===== config.mk =====
export PLATFORM = sky130hd
export DESIGN_NAME = sarseq_top
export DESIGN_NICKNAME = d
export VERILOG_FILES = /design/src/core/sarseq_pkg.sv /design/src/core/sarseq_top.sv
export VERILOG_INCLUDE_DIRS = /design/src /design/src/core
export SDC_FILE = /design/constraint.sdc
export NUM_CORES = 1
export LEC_CHECK = 0
export ABC_AREA = 1
export BUFFER_PORTS_ARGS = -buffer_cell sky130_fd_sc_hd__buf_2
export CORE_ASPECT_RATIO = 1.2
export CORE_MARGIN = 5
export CORE_UTILIZATION = 45
export CTS_CLUSTER_SIZE = 24
export DETAILED_ROUTE_END_ITERATION = 8
export MAX_ROUTING_LAYER = met4
export PLACE_DENSITY = 0.65
export SLEW_MARGIN = 10
export SYNTH_ARGS = -nofsm -noshare
export SYNTH_HDL_FRONTEND = slang
export SYNTH_SLANG_ARGS = --single-unit
export TNS_END_PERCENT = 1

===== constraint.sdc =====
create_clock -name clk -period 1.5 [get_ports clk]
set_input_delay 0.075 -clock clk [delete_from_list [all_inputs] [get_ports clk]]
set_output_delay 0.075 -clock clk [all_outputs]
set_load 0.01 [all_outputs]

===== src/core/sarseq_map.svh =====
// constants and operating summary of the conversion sequencer
// Summary of operation
// host raises convert strobe after acquisition; rising edge starts conversion
// open both sampling-node ground switches first, then ground the arrays
// fourteen trials MSB first, weights halving from half to 1/16384
// after last trial return to acquisition, form code, flag completion
// conversion timed by own clock, never by the serial shift clock
// straight binary 14-bit code: 0000 zero, 2000 mid, 3FFF top
// input above reference span saturates at all-ones code
// input below ground saturates at all-zeros code
// up to 250 kSPS; power down automatically between conversions
// result belongs to the conversion just completed, no pipeline
// a started conversion finishes whatever the strobe does later
// busy flag from strobe edge to last trial; edges ignored meanwhile
// trial decisions land in a work register; result updated at end
`ifndef SARSEQ_MAP_SVH
`define SARSEQ_MAP_SVH
`define SARSEQ_NBITS        14
`define SARSEQ_CODE_ZERO    14'h0000
`define SARSEQ_CODE_MID     14'h2000
`define SARSEQ_CODE_FULL    14'h3FFF
`define SARSEQ_CLK_HZ       50000000
`define SARSEQ_SETTLE_CYC   4'h2
`define SARSEQ_TRIAL_CYC    4'h4
`endif


===== src/core/sarseq_pkg.sv =====
// types of the conversion sequencer
package sarseq_pkg;
    typedef enum logic [4:0]
    {
        SARSEQ_ACQ    = 5'b0_0001,
        SARSEQ_OPENSW = 5'b0_0010,
        SARSEQ_GNDARR = 5'b0_0100,
        SARSEQ_TRIAL  = 5'b0_1000,
        SARSEQ_DONE   = 5'b1_0000
    } sarseq_state_t;
endpackage


===== src/core/sarseq_top.sv =====
// control logic of the 14-bit successive approximation sequencer
`include "sarseq_map.svh"
module sarseq_top
#(
    parameter int NBITS = `SARSEQ_NBITS
)
(
    // clock and reset
    input  wire logic             clk,
    input  wire logic             nrst,
    // host strobe, asynchronous pin
    input  wire logic             convert_strobe,
    // analog front end
    input  wire logic             comp_high,
    input  wire logic             over_range,
    input  wire logic             under_range,
    output logic                  pos_sample_ground_switch,
    output logic                  neg_sample_ground_switch,
    output logic                  array_to_ground,
    output logic [NBITS-1:0]      dac_code,
    output logic                  power_up,
    // status and result
    output logic                  busy,
    output logic                  conv_done,
    output logic [NBITS-1:0]      result
);

    // register updates counted from edge E, where the detector fires:
    //   E        busy and power up set, both ground switches open
    //   E+4      arrays leave the inputs and go to ground
    //   E+7      first trial code on the dac, msb set
    //   E+76     last decision taken
    //   E+77     result, completion pulse, back to acquiring
    // a conversion is about 80 clocks, 1.6 us at 50 MHz, well inside
    // the 4 us period of the top sample rate
    // limitation: the strobe edge is seen two to three clocks late, so
    // the sampling instant trails the pin and jitters by one clock

    ////////////////////////////////////////////////////////////////////////
    sarseq_pkg::sarseq_state_t state_reg;
    logic [2:0]       strobe_sync_reg;
    logic [3:0]       wait_reg;
    logic [NBITS-1:0] trial_bit_reg;
    logic [NBITS-1:0] work_reg;
    logic             strobe_rise;

    ////////////////////////////////////////////////////////////////////////
    // state decodes; is_acquiring is read by several output registers, is_grounded by array_to_ground only
    function automatic logic is_acquiring
    (
        input sarseq_pkg::sarseq_state_t cur
    );
        return cur == sarseq_pkg::SARSEQ_ACQ;
    endfunction

    // arrays sit on ground from the grounding step through the last trial
    function automatic logic is_grounded
    (
        input sarseq_pkg::sarseq_state_t cur
    );
        return cur == sarseq_pkg::SARSEQ_GNDARR
            || cur == sarseq_pkg::SARSEQ_TRIAL;
    endfunction

    // one step of the settle and trial timers, never wraps below zero
    function automatic logic [3:0] count_down
    (
        input logic [3:0] cnt
    );
        return (cnt == 4'h0) ? 4'h0 : cnt - 4'h1;
    endfunction

    // second and third stages feed the edge detector, first stage stays clean
    always_ff @(posedge clk)
    begin
        if (!nrst)
            strobe_sync_reg <= 3'h0;
        else
            strobe_sync_reg <= {strobe_sync_reg[1:0], convert_strobe};
    end
    assign strobe_rise = strobe_sync_reg[1] & ~strobe_sync_reg[2];

    ////////////////////////////////////////////////////////////////////////
    // sequence; runs on clk alone, the shift clock plays no part
    always_ff @(posedge clk)
    begin
        if (!nrst)
        begin
            state_reg     <= sarseq_pkg::SARSEQ_ACQ;
            wait_reg      <= 4'h0;
            trial_bit_reg <= '0;
            work_reg      <= '0;
        end
        else
        begin
            case (state_reg)
                sarseq_pkg::SARSEQ_ACQ:
                begin
                    // edges only count here, so later ones are ignored
                    if (strobe_rise)
                    begin
                        state_reg <= sarseq_pkg::SARSEQ_OPENSW;
                        wait_reg  <= `SARSEQ_SETTLE_CYC;
                    end
                end
                sarseq_pkg::SARSEQ_OPENSW:
                begin
                    // switches open before arrays leave inputs
                    if (wait_reg == 4'h0)
                    begin
                        state_reg <= sarseq_pkg::SARSEQ_GNDARR;
                        wait_reg  <= `SARSEQ_SETTLE_CYC;
                    end
                    else
                        wait_reg <= count_down(wait_reg);
                end
                sarseq_pkg::SARSEQ_GNDARR:
                begin
                    if (wait_reg == 4'h0)
                    begin
                        state_reg     <= sarseq_pkg::SARSEQ_TRIAL;
                        wait_reg      <= `SARSEQ_TRIAL_CYC;
                        trial_bit_reg <= {1'b1, {(NBITS-1){1'b0}}};
                        work_reg      <= '0;
                    end
                    else
                        wait_reg <= count_down(wait_reg);
                end
                sarseq_pkg::SARSEQ_TRIAL:
                begin
                    if (wait_reg == 4'h0)
                    begin
                        // keep bit when comparator says input is above
                        if (comp_high)
                            work_reg <= work_reg | trial_bit_reg;
                        trial_bit_reg <= trial_bit_reg >> 1;
                        wait_reg      <= `SARSEQ_TRIAL_CYC;
                        if (trial_bit_reg[0])
                            state_reg <= sarseq_pkg::SARSEQ_DONE;
                    end
                    else
                        wait_reg <= count_down(wait_reg);
                end
                sarseq_pkg::SARSEQ_DONE:
                    state_reg <= sarseq_pkg::SARSEQ_ACQ;
                default:
                    state_reg <= sarseq_pkg::SARSEQ_ACQ;
            endcase
        end
    end

    ////////////////////////////////////////////////////////////////////////
    // front-end controls; ground switches closed only while acquiring
    always_ff @(posedge clk)
    begin
        if (!nrst)
        begin
            pos_sample_ground_switch <= 1'b1;
            neg_sample_ground_switch <= 1'b1;
            array_to_ground          <= 1'b0;
            dac_code                 <= '0;
            power_up                 <= 1'b0;
            busy                     <= 1'b0;
        end
        else
        begin
            pos_sample_ground_switch <= is_acquiring(state_reg)
                                        && !strobe_rise;
            neg_sample_ground_switch <= is_acquiring(state_reg)
                                        && !strobe_rise;
            array_to_ground <= is_grounded(state_reg);
            // trial code = kept bits plus bit under test
            dac_code <= (state_reg == sarseq_pkg::SARSEQ_TRIAL)
                        ? (work_reg | trial_bit_reg) : '0;
            // analog core idle outside the sequence saves power
            power_up <= !is_acquiring(state_reg) || strobe_rise;
            busy     <= state_reg != sarseq_pkg::SARSEQ_ACQ
                        && state_reg != sarseq_pkg::SARSEQ_DONE
                        || strobe_rise;
        end
    end

    ////////////////////////////////////////////////////////////////////////
    // visible result changes only at the end, from this very sample
    always_ff @(posedge clk)
    begin
        if (!nrst)
        begin
            result <= `SARSEQ_CODE_ZERO;
        end
        else
        begin
            if (state_reg == sarseq_pkg::SARSEQ_DONE)
            begin
                // range flags override, no wrap at either end
                if (over_range)
                    result <= `SARSEQ_CODE_FULL;
                else if (under_range)
                    result <= `SARSEQ_CODE_ZERO;
                else
                    result <= work_reg;
            end
        end
    end

    ////////////////////////////////////////////////////////////////////////
    // completion pulse, one clock wide, in step with the new result
    always_ff @(posedge clk)
    begin
        if (!nrst)
            conv_done <= 1'b0;
        else
            conv_done <= state_reg == sarseq_pkg::SARSEQ_DONE;
    end

endmodule // sarseq_top


==> flow_summary.toml <==
[routing]
via_per_inst = 4.74
wl_per_cell_um = 12.1
routed_wl_mm = 6.23
via_count = 2444
antenna_left = 0
drcViolationCount = 0
drtPass1Iterations = 4
drt_iter0_drc = 129

[cts]
clkSinkCount = 73
cts_root_buffer = "clkbuf_8"
cts_buffers = 9
path_clk_slew_ps = 80
clock_latency_ps = 350
htree_num_levels = 3
cts_tree = "done"
max-clock-path-buffers = 2

[sta]
relSlewSlack_pct = 74.1
period_share_pct = 93.8
max_freq_ghz = 0.711
rsz0062_at_grt = "true"
setup_viol = 0
fin_worst_skew_ps = 9.03
hold_viol_final = 0
post-route-min-period_ps = 1410
slew_viol_final = 0
worst_pin_slew_ps = 388

[die]
design.die.area_um2 = 7980
die-width_um = 82.4
start_util_pct = 46.5
rows = 31
die_h_um = 96.9
core_um2 = 6090
io_pins = 40

[setup_path]
crit_path_start_kind = "flip-flop"
crit_required_ps = 1740
crit_fanout = 4
worstSetupPathType = "reg2reg"
end_kind = "flip-flop"
arrival_ps = 1650
worstRegToRegCells = 10

[placement]
gp_congestion = 0.863
placed_cells = 496
io_buffers = 39
dp_hpwl_mm = 4.12

[global_routing]
grt_overflow_total = 0
grt_max_degree = 29
track_usage_pct = 16.5
antenna_found_initial = 0
grt_pass1_vias = 2248
grt_pass1_wl_mm = 10.1

[power_and_ir_drop]
leakage_nw = 1.48
ir_drop_v = 0.000621
p_per_area_nw_per_um2 = 1390
power_w = 0.00475

[cells_and_area]
finalNonFillerCells = 516
layout-drive-gt1-share_pct = 20.5
fin_util_pct = 55.9
fill_cells = 596
final_cell_mix = "nand2_1 (108), dfxtp_1 (70), nor2_1 (55), buf_2 (39), a21oi_1 (32)"
final_common_cell = "nand2_1"
area_delta_synth_final_pct = 20.3
num_antenna_cells = 0
num-nets-final = 435

[job]
max_cap_viol_count = 0

[outcome]
status = "completed"

[synthesis]
ys_warn_count = 0
yosysUniqueCellTypes = 26
avgSynthCellArea_um2 = 7.44
yosysSeqAreaShare_pct = 51.7
synth.ff_latch_count = 73
synth_cells = 380
netlist_area_um2 = 2830
synth_nets = 386

[min_path]
min_path_cells = 3
hp-class = "in2reg"
## final timing paths
path	slack, ps	from	endpoint
setup / recovery	90	state_reg[2]	wait_reg[3]
hold / removal	130	nrst	trial_bit_reg[1]
hold reg to reg	420	strobe_sync_reg[1]	strobe_sync_reg[2]
setup reg to reg	90	state_reg[2]	wait_reg[3]
## cell type report
cell class              instances  area [um^2]  share of cell area (%)
clock inverters                 4         26.3                   0.772
multi-input cells             253         1150                    33.9
inverters                      37          139                    4.08
flip-flops and latches         73         1470                    43.1
repair buffers                 55          360                    10.6
well taps                      82          103                    3.01
clock buffers                  12          155                    4.56
## cells by family (layout without fill, tap and decap cells)
| kind of cell | after synthesis | in the layout | synth area share (%) |
|---|---|---|---|
| and+or+nand+nor | 189 | 189 | 28.2 |
| AOI/OAI and AO/OA | 62 | 62 | 11.5 |
| buffers and inverters | 54 | 108 | 8.05 |
| DFF | 73 | 73 | 51.7 |
| xor gates and xnor gates | 2 | 2 | 0.619 |
## critical path: stages (launching register included)
cell	delay [ps]
dfxtp_2	340
inv_1	100
nor2_2	110
nand3_2	140
buf_4	180
nand4_1	110
nand2_1	100
inv_1	80
nand2_1	50
nand2_1	60
inv_1	40
## what timing repair did
| item | 4_1_cts | 5_1_grt |
|---|---|---|
| endpoints found under the setup margin | 0 | 28 |
| hold endpoints to repair | 1 | 0 |
| resized for setup | 0 | 7 |
| buffers inserted | 0 | 2 |
| hold buffers | 1 | 0 |
## synthesized netlist by cell type
master    number  share of area [%]
nand2_1      108                 14
dfxtp_1       73                 52
nor2_1        57                7.6
a21oi_1       32                5.7
inv_1         31                4.1
o21ai_0       14                2.5
o21ai_1       14                2.5
nand3_1        8                1.4
clkbuf_1       7               0.93
inv_2          6               0.80
nand4_1        6                1.3
buf_1          4               0.53
nor2_4         3                1.2
buf_2          2               0.35
buf_4          2               0.53
buf_6          2               0.80
xor2_1         2               0.62
and2_1         1               0.22
nand2_4        1               0.40
nand3_2        1               0.35
nand3b_1       1               0.27
nand4_4        1               0.75
nor2_2         1               0.22
nor3_1         1               0.18
o21ai_4        1               0.58
o31ai_1        1               0.27
## through the flow
| step | hold WS, ps | setup TNS, ps | area [um^2] | setup slack (ps) |
|---|---|---|---|---|
| finish | 129 | 0 | 3400 | 93.2 |
| floorplan | 173 | 0 | 2830 | 132 |
| global route | 150 | -158 | 3400 | -48.2 |
| global placement | 260 | 0 | 3150 | 114 |
| detailed placement | 259 | 0 | 3150 | 87.9 |
| CTS | 120 | 0 | 3340 | 71.4 |
## metal layers
metal | wire length [um] | part of all wire [%] | global-route usage [%]
met5 | 0 | 0 | -
met4 | 92 | 1.5 | 8.31
met3 | 346 | 5.6 | 3.53
met2 | 2930 | 47 | 24.9
met1 | 2860 | 46 | 20.5
## power breakdown
part           leakage [nW]  switching (W)  internal [W]  total [W]
Sequential            0.591       0.000122       0.00208    0.00221
Clock                0.0928       0.000722      0.000692    0.00141
Combinational         0.801       0.000714      0.000413    0.00113
Total                  1.48        0.00156       0.00319    0.00475
(Power assumes the default switching activity.)
